==> src/shared/cksum_params.svh <==
// register offsets, field positions and reset values of the checksum unit
`ifndef CKSUM_PARAMS_SVH
`define CKSUM_PARAMS_SVH
`define CKSUM_ADDR_W 8
`define CKSUM_OFF_CTRL 8'hCE
`define CKSUM_OFF_INPUT 8'hDD
`define CKSUM_OFF_WINDOW 8'hDE
`define CKSUM_OFF_BITREV 8'hCF
`define CKSUM_BIT_SEL 4
`define CKSUM_BIT_INIT 3
`define CKSUM_BIT_VAL 2
`define CKSUM_PNT_HI 1
`define CKSUM_PNT_LO 0
`define CKSUM_POLY16 16'h1021
`define CKSUM_POLY32R 32'hEDB88320
`define CKSUM_RESULT_RST 32'h00000000
`define CKSUM_CTRL_RST 8'h00
`endif

==> src/shared/cksum_pkg.sv <==
// types shared by the checksum unit files
package cksum_pkg;
  typedef logic [31:0] cksum_result_t;
  typedef logic [1:0] cksum_pnt_t;
  // register targets, gray coded along the usual access order
  typedef enum logic [2:0] {
    CKSUM_SEL_NONE = 3'h0,
    CKSUM_SEL_CTRL = 3'h1,
    CKSUM_SEL_INPUT = 3'h3,
    CKSUM_SEL_WINDOW = 3'h2,
    CKSUM_SEL_BITREV = 3'h6
  } cksum_sel_e;
endpackage : cksum_pkg

==> src/hw/cksum_byte_step.sv <==
// combinational eight-step byte update for both polynomials
`timescale 1ns/1ps
`include "cksum_params.svh"
module cksum_byte_step (
  input wire logic [31:0] i_result,
  input wire logic [7:0] i_byte,
  input wire logic i_mode16,
  output logic [31:0] o_result
);
  // ****************************************************************
  // unrolled shift-and-xor loop; one cycle, so no access can race it
  // ****************************************************************
  always_comb begin
    logic [15:0] acc16;
    logic [31:0] acc32;
    logic lsb;
    lsb = 1'b0;
    acc16 = i_result[15:0] ^ {i_byte, 8'h00};
    acc32 = i_result ^ {24'h000000, i_byte};
    for (int k = 0; k < 8; k++) begin
      if (acc16[15]) begin
        acc16 = {acc16[14:0], 1'b0} ^ `CKSUM_POLY16;
      end else begin
        acc16 = {acc16[14:0], 1'b0};
      end
      lsb = acc32[0];
      acc32 = {1'b0, acc32[31:1]};
      if (lsb) begin
        acc32 = acc32 ^ `CKSUM_POLY32R;
      end
    end
    // upper half untouched while in 16-bit mode
    if (i_mode16) begin
      o_result = {i_result[31:16], acc16};
    end else begin
      o_result = acc32;
    end
  end
endmodule : cksum_byte_step

==> src/hw/cksum_unit.sv <==
// checksum unit: byte-stream crc16/crc32 engine with register port
`timescale 1ns/1ps
`include "cksum_params.svh"
// Behaviour
// - each byte written to the input register is folded into the result
// - running result is 16 or 32 bits depending on polynomial
// - result read through pointer and byte window, and mirrored a cycle late on O_RESULT
// - bit-reverse register reorders a written byte's bits
// - 16-bit mode is msb-first with polynomial 0x1021
// - 16-bit update xors input byte into result upper byte
// - 16-bit first byte uses chosen preset zeros or ones
// - 16-bit: eight steps, shift left, xor 0x1021 if top bit set
// - 32-bit mode uses reflected 0x04C11DB7
// - 32-bit update xors input byte into result low byte
// - 32-bit: eight steps, shift right, xor 0xEDB88320 if low bit was one
// - 32-bit first byte uses chosen preset zeros or ones
// - select bit zero means 32-bit, one means 16-bit
// - init strobe loads all zeros or all ones per preset bit
// - 2-bit pointer picks window byte, advances per access, aliases in 16-bit
// - result holds until init, window write or new input byte
module cksum_unit (
  input wire logic I_CLK,
  input wire logic I_RESETN,
  input wire logic [`CKSUM_ADDR_W-1:0] I_ADDR,
  input wire logic [7:0] I_WDATA,
  input wire logic I_WR,
  input wire logic I_RD,
  output logic [7:0] O_RDATA,
  output logic O_MODE16,
  output logic [31:0] O_RESULT
);
  // ****************************************************************
  // decode and control state
  // ****************************************************************
  cksum_pkg::cksum_sel_e sel;
  logic mode16;
  logic preset_ones;
  cksum_pkg::cksum_pnt_t pnt;
  cksum_pkg::cksum_result_t result;
  cksum_pkg::cksum_result_t next_result;
  logic [7:0] bitrev;
  logic [7:0] bitrev_flip;
  logic [1:0] eff_pnt;
  logic [7:0] win_byte;
  logic [7:0] ctrl_read;

  // address decode as an if chain
  // unmapped offsets fall to none, so stray writes change nothing
  // and stray reads return zero
  always_comb begin
    if (I_ADDR == `CKSUM_OFF_CTRL) begin
      sel = cksum_pkg::CKSUM_SEL_CTRL;
    end else if (I_ADDR == `CKSUM_OFF_INPUT) begin
      sel = cksum_pkg::CKSUM_SEL_INPUT;
    end else if (I_ADDR == `CKSUM_OFF_WINDOW) begin
      sel = cksum_pkg::CKSUM_SEL_WINDOW;
    end else if (I_ADDR == `CKSUM_OFF_BITREV) begin
      sel = cksum_pkg::CKSUM_SEL_BITREV;
    end else begin
      sel = cksum_pkg::CKSUM_SEL_NONE;
    end
  end

  // 16-bit mode folds pointer onto the low two bytes
  // the stored pointer keeps counting mod 4; only the byte it picks
  // is folded, so a read-back of control still shows the raw count
  assign eff_pnt = mode16 ? {1'b0, pnt[0]} : pnt;
  assign win_byte = result[eff_pnt*8 +: 8];
  assign ctrl_read = {3'h0, mode16, 1'b0, preset_ones, pnt};

  // ****************************************************************
  // byte update datapath
  // ****************************************************************
  // whole byte folded in one cycle: costs a deep xor tree but lets
  // software read the window right after the input write
  cksum_byte_step u_step (
    .i_result(result),
    .i_byte(I_WDATA),
    .i_mode16(mode16),
    .o_result(next_result)
  );

  // polynomial and preset select; init reads back as zero
  // changing the select does not touch the result; software must
  // init again after switching polynomials
  always_ff @(posedge I_CLK) begin
    if (!I_RESETN) begin
      mode16 <= 1'b0;
      preset_ones <= 1'b0;
    end else if (I_WR && sel == cksum_pkg::CKSUM_SEL_CTRL) begin
      mode16 <= I_WDATA[`CKSUM_BIT_SEL];
      preset_ones <= I_WDATA[`CKSUM_BIT_VAL];
    end
  end

  // pointer: written through control, advanced by each window access
  // a control write always reloads it, so software sets the start
  // byte in the same write that picks polynomial and preset
  always_ff @(posedge I_CLK) begin
    if (!I_RESETN) begin
      pnt <= 2'h0;
    end else if (I_WR && sel == cksum_pkg::CKSUM_SEL_CTRL) begin
      pnt <= I_WDATA[`CKSUM_PNT_HI:`CKSUM_PNT_LO];
    end else if ((I_WR || I_RD) && sel == cksum_pkg::CKSUM_SEL_WINDOW) begin
      pnt <= pnt + 2'h1;
    end
  end

  // result register; holds unless one of three causes acts
  // the three causes come from distinct addresses, so they can never
  // collide within one cycle; the order below is only for clarity
  always_ff @(posedge I_CLK) begin
    if (!I_RESETN) begin
      result <= `CKSUM_RESULT_RST;
    end else if (I_WR && sel == cksum_pkg::CKSUM_SEL_CTRL &&
                 I_WDATA[`CKSUM_BIT_INIT]) begin
      // preset uses the value bit written in the same cycle
      result <= {32{I_WDATA[`CKSUM_BIT_VAL]}};
    end else if (I_WR && sel == cksum_pkg::CKSUM_SEL_INPUT) begin
      result <= next_result;
    end else if (I_WR && sel == cksum_pkg::CKSUM_SEL_WINDOW) begin
      result[eff_pnt*8 +: 8] <= I_WDATA;
    end // otherwise hold
  end

  // bit reverse helper: stores the written byte mirrored
  // pure wiring, no logic depth; the flop only holds the answer
  always_comb begin
    for (int b = 0; b < 8; b++) begin
      bitrev_flip[b] = I_WDATA[7-b];
    end
  end

  always_ff @(posedge I_CLK) begin
    if (!I_RESETN) begin
      bitrev <= 8'h00;
    end else if (I_WR && sel == cksum_pkg::CKSUM_SEL_BITREV) begin
      bitrev <= bitrev_flip;
    end
  end

  // ****************************************************************
  // read data, valid only in the cycle after the read strobe
  // ****************************************************************
  always_ff @(posedge I_CLK) begin
    if (!I_RESETN) begin
      O_RDATA <= 8'h00;
    end else if (I_RD) begin
      if (sel == cksum_pkg::CKSUM_SEL_CTRL) begin
        O_RDATA <= ctrl_read;
      end else if (sel == cksum_pkg::CKSUM_SEL_WINDOW) begin
        O_RDATA <= win_byte;
      end else if (sel == cksum_pkg::CKSUM_SEL_BITREV) begin
        O_RDATA <= bitrev;
      end else begin
        O_RDATA <= 8'h00; // input register and unmapped read zero
      end
    end else begin
      O_RDATA <= 8'h00;
    end
  end

  // status mirrors registered to keep outputs flop-driven
  // one cycle late; meant for observation, not for the read path,
  // which uses the live result through the window
  always_ff @(posedge I_CLK) begin
    if (!I_RESETN) begin
      O_MODE16 <= 1'b0;
      O_RESULT <= `CKSUM_RESULT_RST;
    end else begin
      O_MODE16 <= mode16;
      O_RESULT <= result;
    end
  end

  // ****************************************************************
  // assertions
  // ****************************************************************
  a_init_preset: assert property (@(posedge I_CLK) disable iff (!I_RESETN)
    (I_WR && I_ADDR == `CKSUM_OFF_CTRL && I_WDATA[3])
    |=> result == {32{$past(I_WDATA[2])}})
    else $error("init did not load preset");
  a_input_fold: assert property (@(posedge I_CLK) disable iff (!I_RESETN)
    (I_WR && I_ADDR == `CKSUM_OFF_INPUT) |=> result == $past(next_result))
    else $error("input byte not folded");
  a_result_hold: assert property (@(posedge I_CLK) disable iff (!I_RESETN)
    !I_WR |=> $stable(result))
    else $error("result changed without cause");
  a_upper_keep: assert property (@(posedge I_CLK) disable iff (!I_RESETN)
    (mode16 && I_WR && I_ADDR == `CKSUM_OFF_INPUT)
    |=> result[31:16] == $past(result[31:16]))
    else $error("upper half changed in 16-bit mode");
  a_pnt_advance: assert property (@(posedge I_CLK) disable iff (!I_RESETN)
    ((I_WR || I_RD) && I_ADDR == `CKSUM_OFF_WINDOW)
    |=> pnt == $past(pnt) + 2'h1)
    else $error("pointer did not advance");
  a_window_read: assert property (@(posedge I_CLK) disable iff (!I_RESETN)
    (I_RD && I_ADDR == `CKSUM_OFF_WINDOW) |=> O_RDATA == $past(win_byte))
    else $error("window read wrong byte");
  a_alias16: assert property (@(posedge I_CLK) disable iff (!I_RESETN)
    (mode16 && I_RD && I_ADDR == `CKSUM_OFF_WINDOW)
    |=> O_RDATA == ($past(pnt[0]) ? $past(result[15:8])
                                  : $past(result[7:0])))
    else $error("16-bit pointer not aliased");
  a_bitrev_mirror: assert property (@(posedge I_CLK) disable iff (!I_RESETN)
    (I_WR && I_ADDR == `CKSUM_OFF_BITREV)
    |=> bitrev == {<<{$past(I_WDATA)}})
    else $error("bit reverse wrong");
  a_mode_select: assert property (@(posedge I_CLK) disable iff (!I_RESETN)
    (I_WR && I_ADDR == `CKSUM_OFF_CTRL) |=> mode16 == $past(I_WDATA[4]))
    else $error("polynomial select not stored");
  a_read_idle: assert property (@(posedge I_CLK) disable iff (!I_RESETN)
    !I_RD |=> O_RDATA == 8'h00)
    else $error("read data outside read cycle");

  // window writes land on the byte the pointer picks
  a_win_write32: assert property (@(posedge I_CLK) disable iff (!I_RESETN)
    (!mode16 && I_WR && sel == cksum_pkg::CKSUM_SEL_WINDOW)
    |=> result[$past(pnt)*8 +: 8] == $past(I_WDATA))
    else $error("window write missed its byte");
  a_win_write16: assert property (@(posedge I_CLK) disable iff (!I_RESETN)
    (mode16 && I_WR && sel == cksum_pkg::CKSUM_SEL_WINDOW)
    |=> ($past(pnt[0]) ? result[15:8] : result[7:0]) == $past(I_WDATA))
    else $error("16-bit window write not aliased");

  // read-back of the other registers
  a_ctrl_read: assert property (@(posedge I_CLK) disable iff (!I_RESETN)
    (I_RD && sel == cksum_pkg::CKSUM_SEL_CTRL)
    |=> O_RDATA == {3'h0, $past(mode16), 1'b0, $past(preset_ones),
                    $past(pnt)})
    else $error("control read wrong");
  a_bitrev_read: assert property (@(posedge I_CLK) disable iff (!I_RESETN)
    (I_RD && sel == cksum_pkg::CKSUM_SEL_BITREV)
    |=> O_RDATA == $past(bitrev))
    else $error("bit reverse read wrong");
  a_input_read: assert property (@(posedge I_CLK) disable iff (!I_RESETN)
    (I_RD && sel == cksum_pkg::CKSUM_SEL_INPUT)
    |=> O_RDATA == 8'h00)
    else $error("input register read not zero");

  // control fields load and hold
  a_pnt_load: assert property (@(posedge I_CLK) disable iff (!I_RESETN)
    (I_WR && sel == cksum_pkg::CKSUM_SEL_CTRL)
    |=> pnt == $past(I_WDATA[1:0]))
    else $error("pointer not loaded");
  a_preset_store: assert property (@(posedge I_CLK) disable iff (!I_RESETN)
    (I_WR && sel == cksum_pkg::CKSUM_SEL_CTRL)
    |=> preset_ones == $past(I_WDATA[2]))
    else $error("preset select not stored");
  a_mode_hold: assert property (@(posedge I_CLK) disable iff (!I_RESETN)
    !(I_WR && sel == cksum_pkg::CKSUM_SEL_CTRL)
    |=> $stable(mode16))
    else $error("polynomial select changed");
  a_preset_hold: assert property (@(posedge I_CLK) disable iff (!I_RESETN)
    !(I_WR && sel == cksum_pkg::CKSUM_SEL_CTRL)
    |=> $stable(preset_ones))
    else $error("preset select changed");
  a_pnt_hold: assert property (@(posedge I_CLK) disable iff (!I_RESETN)
    (!(I_WR && sel == cksum_pkg::CKSUM_SEL_CTRL) &&
     !((I_WR || I_RD) && sel == cksum_pkg::CKSUM_SEL_WINDOW))
    |=> $stable(pnt))
    else $error("pointer moved without access");
  a_bitrev_hold: assert property (@(posedge I_CLK) disable iff (!I_RESETN)
    !(I_WR && sel == cksum_pkg::CKSUM_SEL_BITREV)
    |=> $stable(bitrev))
    else $error("bit reverse changed");

  // stray writes, init width, reset and mirrors
  a_unmapped_wr: assert property (@(posedge I_CLK) disable iff (!I_RESETN)
    (I_WR && sel == cksum_pkg::CKSUM_SEL_NONE)
    |=> $stable(result) && $stable(pnt) && $stable(mode16) &&
        $stable(bitrev))
    else $error("unmapped write changed state");
  a_init_upper: assert property (@(posedge I_CLK) disable iff (!I_RESETN)
    (mode16 && I_WR && sel == cksum_pkg::CKSUM_SEL_CTRL && I_WDATA[3])
    |=> result[31:16] == {16{$past(I_WDATA[2])}})
    else $error("init skipped upper half");
  a_reset_state: assert property (@(posedge I_CLK)
    !I_RESETN |=> result == `CKSUM_RESULT_RST && pnt == 2'h0 && !mode16)
    else $error("reset state wrong");
  a_mirror_out: assert property (@(posedge I_CLK) disable iff (!I_RESETN)
    1'b1 |=> O_RESULT == $past(result) && O_MODE16 == $past(mode16))
    else $error("status mirror wrong");

  // ****************************************************************
  // cover points
  // ****************************************************************

  c_fold16: cover property (@(posedge I_CLK)
    mode16 && I_WR && I_ADDR == `CKSUM_OFF_INPUT);
  c_fold32: cover property (@(posedge I_CLK)
    !mode16 && I_WR && I_ADDR == `CKSUM_OFF_INPUT);
  c_init_ones: cover property (@(posedge I_CLK)
    I_WR && I_ADDR == `CKSUM_OFF_CTRL && I_WDATA[3] && I_WDATA[2]);
  c_window_wrap: cover property (@(posedge I_CLK)
    I_RD && I_ADDR == `CKSUM_OFF_WINDOW && pnt == 2'h3);
  // window write while the pointer sits at a start byte
  c_win_write: cover property (@(posedge I_CLK)
    I_WR && I_ADDR == `CKSUM_OFF_WINDOW && pnt == 2'h2);
endmodule : cksum_unit

==> config.mk <==
export PLATFORM = sky130hd
export DESIGN_NAME = cksum_unit
export DESIGN_NICKNAME = d
export VERILOG_FILES = /design/src/shared/cksum_pkg.sv /design/src/hw/cksum_byte_step.sv /design/src/hw/cksum_unit.sv
export VERILOG_INCLUDE_DIRS = /design/src /design/src/shared
export SDC_FILE = /design/constraint.sdc
export NUM_CORES = 1
export LEC_CHECK = 0
export CAP_MARGIN = 10
export CORE_UTILIZATION = 45
export CTS_CLUSTER_DIAMETER = 30
export DETAILED_ROUTE_END_ITERATION = 10
export DONT_BUFFER_PORTS = 1
export PLACE_DENSITY = 0.64
export SYNTH_ARGS = -nofsm -noshare
export SYNTH_HDL_FRONTEND = slang
export SYNTH_SLANG_ARGS = --single-unit
==> constraint.sdc <==
create_clock -name I_CLK -period 2.9 [get_ports I_CLK]
set_clock_uncertainty 0.2 [all_clocks]
set_input_delay 0.145 -clock I_CLK [delete_from_list [all_inputs] [get_ports I_CLK]]
set_output_delay 0.145 -clock I_CLK [all_outputs]
set_load 0.03 [all_outputs]
* Yosys cells after proc, flatten, opt, wreduce, memory -nomap -nowiden
Cells that the tools add are included.
** Storage, ports and cells
- Flip-flop bits (word level) :: 85
- Input bits :: 20
- Output and inout port bits :: 41
- Word-level logic and storage cells :: 87
** Cells by class
- Add/subtract/negate cells :: 2
- Equality and inequality tests :: 9
- Shift-type cells :: 3
- Multiplexer cells :: 31
- Bitwise logic cells :: 20
- Reductions and logical operators :: 12
** Operators by type and width (count)
- 2-to-1 mux 32 bit :: 12
- inverter 13 -> 14 bit :: 8
- 2-to-1 mux 13 bit :: 8
- negator 5 -> 34 bit :: 1
- variable shift 8 x 34 -> 32 bit, first input constant :: 1
- indexed part select 8 x 34 -> 32 bit :: 1
- bitwise mux 32 bit :: 1
- == test 8 bit, second input constant :: 4
- indexed part select 32 x 6 -> 8 bit :: 1
- bitwise XOR 32 x 8 -> 32 bit :: 1
- inverter 3 bit :: 8
- 2-to-1 mux 8 bit :: 2
- bitwise XOR 16 bit :: 1
- 2-to-1 mux 3 bit :: 4
- == test 3 x 2 -> 1 bit, second input constant :: 2
- logical AND 1 bit :: 6
- 2-to-1 mux 2 bit :: 3
- 2-to-1 mux 5 bit :: 1
- AND reduction 2 bit :: 2
- == test 3 x 1 -> 1 bit, second input constant :: 1
- == test 3 bit, second input constant :: 1
- != test 3 bit, second input constant :: 1
- nonzero test 3 bit :: 1
- OR reduction 3 bit :: 1
- 4 further kinds :: 5

* Longest topological paths before layout
- Depth after elaboration :: 20
- Depth in mapped cells :: 11
- Depth with buffers taken out :: 9

* Modules after synthesis
Synthesis repeated with hierarchy kept, for this count alone.
** Unflattened totals
- Cells, all modules :: 535
- Area total of the unflattened synthesis :: 4908.5 µm²
** By module, submodules not included
- cksum_unit :: times used 1, cells each 378, area an instance 3577.2 µm²
- cksum_byte_step :: times used 1, cells each 157, area an instance 1331.3 µm²

* Least setup slack after synthesis
Ideal clock, no wire load.
- Kind :: reg-to-reg
- Start :: reg pnt[0]
- End :: reg result[5]
- Setup time :: 70 ps
- Data arrival time :: 2598 ps
- Required time :: 2630 ps
- Path slack :: 32 ps
- Cell stages (with the launch flop) :: 9
- Clock period less this slack :: 2868 ps
- Cell sequence :: dfxtp_1 > buf_1 > inv_1 > ha_1 > or3b_2 > a31oi_1 > a311oi_1 > a21o_1 > a21oi_1
** On the way
- Cells in the longest elaborated chain, start to end :: 7
- Elaborated cells between the ends (all ways) :: 8
- Classes of those cells :: 1 x add/sub; 2 x shift; 5 x mux
** RTL lines
- start, declared :: RTL line cksum_unit.sv:38 : cksum_pkg::cksum_pnt_t pnt;
- start signal, assigned :: RTL line cksum_unit.sv:103 : pnt <= I_WDATA[`CKSUM_PNT_HI:`CKSUM_PNT_LO];
- start signal, assigned :: RTL line cksum_unit.sv:105 : pnt <= pnt + 2'h1;
- 2-to-1 mux 2 bit (*) :: RTL line cksum_unit.sv:67 : assign eff_pnt = mode16 ? {1'b0, pnt[0]} : pnt;
- negator 5 -> 34 bit (*) :: RTL line cksum_unit.sv:122 : result[eff_pnt*8 +: 8] <= I_WDATA;
- indexed part select 8 x 34 -> 32 bit or variable shift 8 x 34 -> 32 bit (tied branches) :: RTL line cksum_unit.sv:122
- bitwise mux 32 bit (*) :: RTL line cksum_unit.sv:122
- 2-to-1 mux 32 bit (*) :: RTL line cksum_unit.sv:121 : end else if (I_WR && sel == cksum_pkg::CKSUM_SEL_WINDOW) begin
- 2-to-1 mux 32 bit (*) :: RTL line cksum_unit.sv:119 : end else if (I_WR && sel == cksum_pkg::CKSUM_SEL_INPUT) begin
- 2-to-1 mux 32 bit (*) :: RTL line cksum_unit.sv:115 : end else if (I_WR && sel == cksum_pkg::CKSUM_SEL_CTRL &&
- end signal, assigned :: RTL line cksum_unit.sv:114 : result <= `CKSUM_RESULT_RST;
- end signal, assigned :: RTL line cksum_unit.sv:118 : result <= {32{I_WDATA[`CKSUM_BIT_VAL]}};
- end signal, assigned :: RTL line cksum_unit.sv:120 : result <= next_result;
- end, declared :: RTL line cksum_unit.sv:39 : cksum_pkg::cksum_result_t result;
Mark *: on every way between the ends. The rest lies on a longest branch, timed or not. The select of a mux whose other input is x is not followed.
A chain may end at the register's enable or synchronous reset.

* Worst setup path after layout
- Start :: reg pnt[1]
- End :: reg result[11]
Same word-level chain as after synthesis.

==> impl_metrics.env <==
export IMPL_status="complete, no violations"
export IMPL_routed_wl_mm=15.3
export IMPL_cts_root_buf="clkbuf_8"
export IMPL_fmax_mhz=374
export IMPL_cts_tree="built"
export IMPL_post_cts_repair_setup_buffers=0
export IMPL_drv_slew=0
export IMPL_clock_power_share_pct=37.2
export IMPL_wl_met3_mm=1.62
export IMPL_grt_pass1_wl_mm=23.8
export IMPL_p_total_w=0.00249
export IMPL_power_per_cell_area_mw_per_mm2=451
export IMPL_r2r_slack_ns=0.23
export IMPL_ir_drop_mv=0.259
export IMPL_slowest_stage="dlygate4sd3_1"
export IMPL_synth_edff_count=0
export IMPL_nFillCells=919
export IMPL_viasPerCell=6.02
export IMPL_postRouteAntennaNets=0
export IMPL_cts_buffers=9
export IMPL_portBuffers=0
export IMPL_start_kind="register"
export IMPL_synth_warnings=0
export IMPL_setup_tns_ns=0
export IMPL_syn_nets=543
export IMPL_drt_iter0_drc=369
export IMPL_rows=37
export IMPL_whs_path_depth=3
export IMPL_synth_avg_cell_area_um2=9.57
export IMPL_ys_top_cells_by_count="dfxtp_1 (85), xnor2_1 (62), nand2_1 (41)"
export IMPL_synth_seq_area_share_pct=34.3
export IMPL_hold_viol=0
export IMPL_path_common_cell="o21ai_0"
export IMPL_power_switching_w=0.000691
export IMPL_ys_async_sr_fraction_pct=0
export IMPL_reg2reg_depth=11
export IMPL_cts_sinks=85
export IMPL_core_mm2=0.0105
export IMPL_layout_drive_gt1_share_pct=10.4
export IMPL_synth_distinct_cells=58
export IMPL_ys_top_cells_by_area="dfxtp_1 (34%), xnor2_1 (11%), mux2i_1 (5.2%), and2_1 (4.2%), mux4_2 (3.2%)"
export IMPL_antenna_found_initial=0
export IMPL_grt_pass1_vias=4004
export IMPL_drc=0
export IMPL_cp_arrival_ns=2.75
export IMPL_worstPathCellList="nor2b_1 -> inv_1 -> ha_1 -> and3b_1 -> o21ai_0 -> a21boi_0 -> buf_4 -> o21ai_0 -> a21oi_1 -> o21a_1 -> dlygate4sd3_1"
export IMPL_hold_class="in -> reg"
export IMPL_ys_ff_latch=85
export IMPL_p_int_w=0.00179
export IMPL_end_kind="register"
export IMPL_ioPinCount=61
export IMPL_worstReg2RegStart="pnt[1]"
export IMPL_highest_layer="met4"
export IMPL_post_route_period_util_pct=92.1
export IMPL_critPathRequiredTime_ns=2.98
export IMPL_switching_share_pct=27.8
export IMPL_dr_pass1_iters=5
export IMPL_crit_fanout=12
export IMPL_hold_start="I_ADDR[1]"
export IMPL_antenna_cells=0
export IMPL_grt_max_degree=64
export IMPL_wl_met2_mm=6.87
export IMPL_chipHeight_um=107
export IMPL_synth_ff_type="dfxtp_1"
export IMPL_grt_use_total_pct=28.4
export IMPL_clk_latency_ns=0.39
export IMPL_setup_viol=0
export IMPL_area_delta_synth_final_pct=11.0
export IMPL_rsz0062_at_grt="false"
export IMPL_path_clk_slew_ns=0.10
export IMPL_worstReg2RegEnd="result[11]"
export IMPL_crit_type="reg -> reg"
export IMPL_maxSlewHeadroom_pct=46.3
export IMPL_die_w_um=107
export IMPL_post_synth_top_area_cell="dfxtp_1"
export IMPL_combinationalPowerShare_pct=15.6
export IMPL_p_leak_nw=2.04
export IMPL_htreeDepth=3
export IMPL_hold_end="pnt[0]"
export IMPL_grt_overflow=0
export IMPL_dieArea_mm2=0.0115
export IMPL_syn_inst=519
export IMPL_syn_cell_area_mm2=0.00497
export IMPL_place_hpwl_mm=10.5
export IMPL_worst_slew_pin_slew_ns=0.800
export IMPL_cpPeakStageDelay_ns=0.54
export IMPL_fin_nets=555
export IMPL_p_seq_share_pct=47.2
export IMPL_avgRoutedWirePerCell_um=22.8
export IMPL_start_util_pct=47.3
export IMPL_yosysMostFrequentCell="dfxtp_1"
export IMPL_gp_congestion=0.930
export IMPL_wl_met1_mm=6.30
export IMPL_cap_violations=0
export IMPL_synth_top_cell_area_share_pct=34.3
export IMPL_fin_crit_ns=2.67
export IMPL_clock_path_buffers=2
export IMPL_vias=4043
-- sequential cells by signal, indices dropped and copies added (netlist names) --
register	flops
O_RESULT	32
result	32
O_RDATA	8
bitrev	8
pnt	2
O_MODE16	1
mode16	1
preset_ones	1
-- placed cells by master (no fill, tap or decap), types with 10 or more instances in the layout --
cell,n
nor2b_1,13
clkbuf_8,10
dfxtp_1,85
dlygate4sd3_1,16
buf_4,16
a21oi_1,17
xor2_1,14
nor2_1,37
a31oi_1,16
nand2_1,41
o21ai_0,27
mux2i_1,26
xnor2_1,62
and2_1,33
-- cell type report --
cell class | instances | area [µm²] | area share [%]
Multi-Input combinational cell | 394 | 3100 | 56.2
Sequential cell | 85 | 1700 | 30.9
Timing Repair Buffer | 33 | 300 | 5.45
Tap cell | 136 | 170 | 3.09
Clock buffer | 10 | 138 | 2.50
Clock inverter | 6 | 76.3 | 1.38
Inverter | 8 | 30.0 | 0.545
-- through the flow --
stage	hold WS, ns	cell area [µm²]	setup slack [ns]	util, %	instances
2_1_floorplan	0.0953	4970	0.0319	-	519
3_3_place_gp	0.0734	5120	0.479	48.7	639
3_5_place_dp	0.0799	5120	0.411	48.7	639
4_1_cts	0.0132	5510	0.238	52.4	672
5_1_grt	0.0518	5510	0.0403	52.5	672
6_report	0.0316	5510	0.228	52.5	672
-- what timing repair did --
action / CTS / global route
hold buffers: 17 / 0
endpoints found under the setup margin: 0 / 1
endpoints found under the hold margin: 85 / 0
resized for setup: 0 / 1
-- power groups by stage --
stage          Combinational (W)  Clock [W]  Sequential, W
2_1_floorplan           0.000308          0        0.00120
3_3_place_gp            0.000328          0        0.00120
3_5_place_dp            0.000327          0        0.00120
4_1_cts                 0.000382   0.000937        0.00117
5_1_grt                 0.000410   0.000989        0.00117
6_report                0.000387   0.000925        0.00117
-- worst max-delay path: cells and delay by family, from the launching register on --
kind,cells,cell delay [ns]
flip-flops,1,0.39
AND/OR/NAND/NOR,2,0.36
AO/OA/AOI/OAI,5,0.61
adder cells (fa/ha/maj),1,0.20
buffers and inverters,3,0.83
-- routing by layer --
layer	global-route usage [%]	vias up
li1	-	1827
met4	12.5	0
met5	0	-
met2	43.3	241
met1	37.8	1933
met3	7.23	42
-- cells by family after synthesis --
group	after synthesis	share of synthesized area, %
DFF	85	34.3
buffers and inverters	40	3.43
adders and majority gates	4	1.01
muxes	34	8.94
and+or+nand+nor	156	16.6
AOI/OAI and AO/OA	104	13.5
xor gates and xnor gates	96	22.3
-- how the worst max path moves through the flow --
| stage | start | depth (start not counted) | to |
|---|---|---|---|
| floorplan | pnt[0] | 8 | result[5] |
| global route | pnt[1] | 11 | result[11] |
| CTS | pnt[1] | 9 | result[11] |
| detailed placement | result[7] | 6 | result[24] |
| global placement | pnt[1] | 9 | result[5] |
| finish | pnt[1] | 11 | result[11] |
Power figures use the tool's default switching activity.
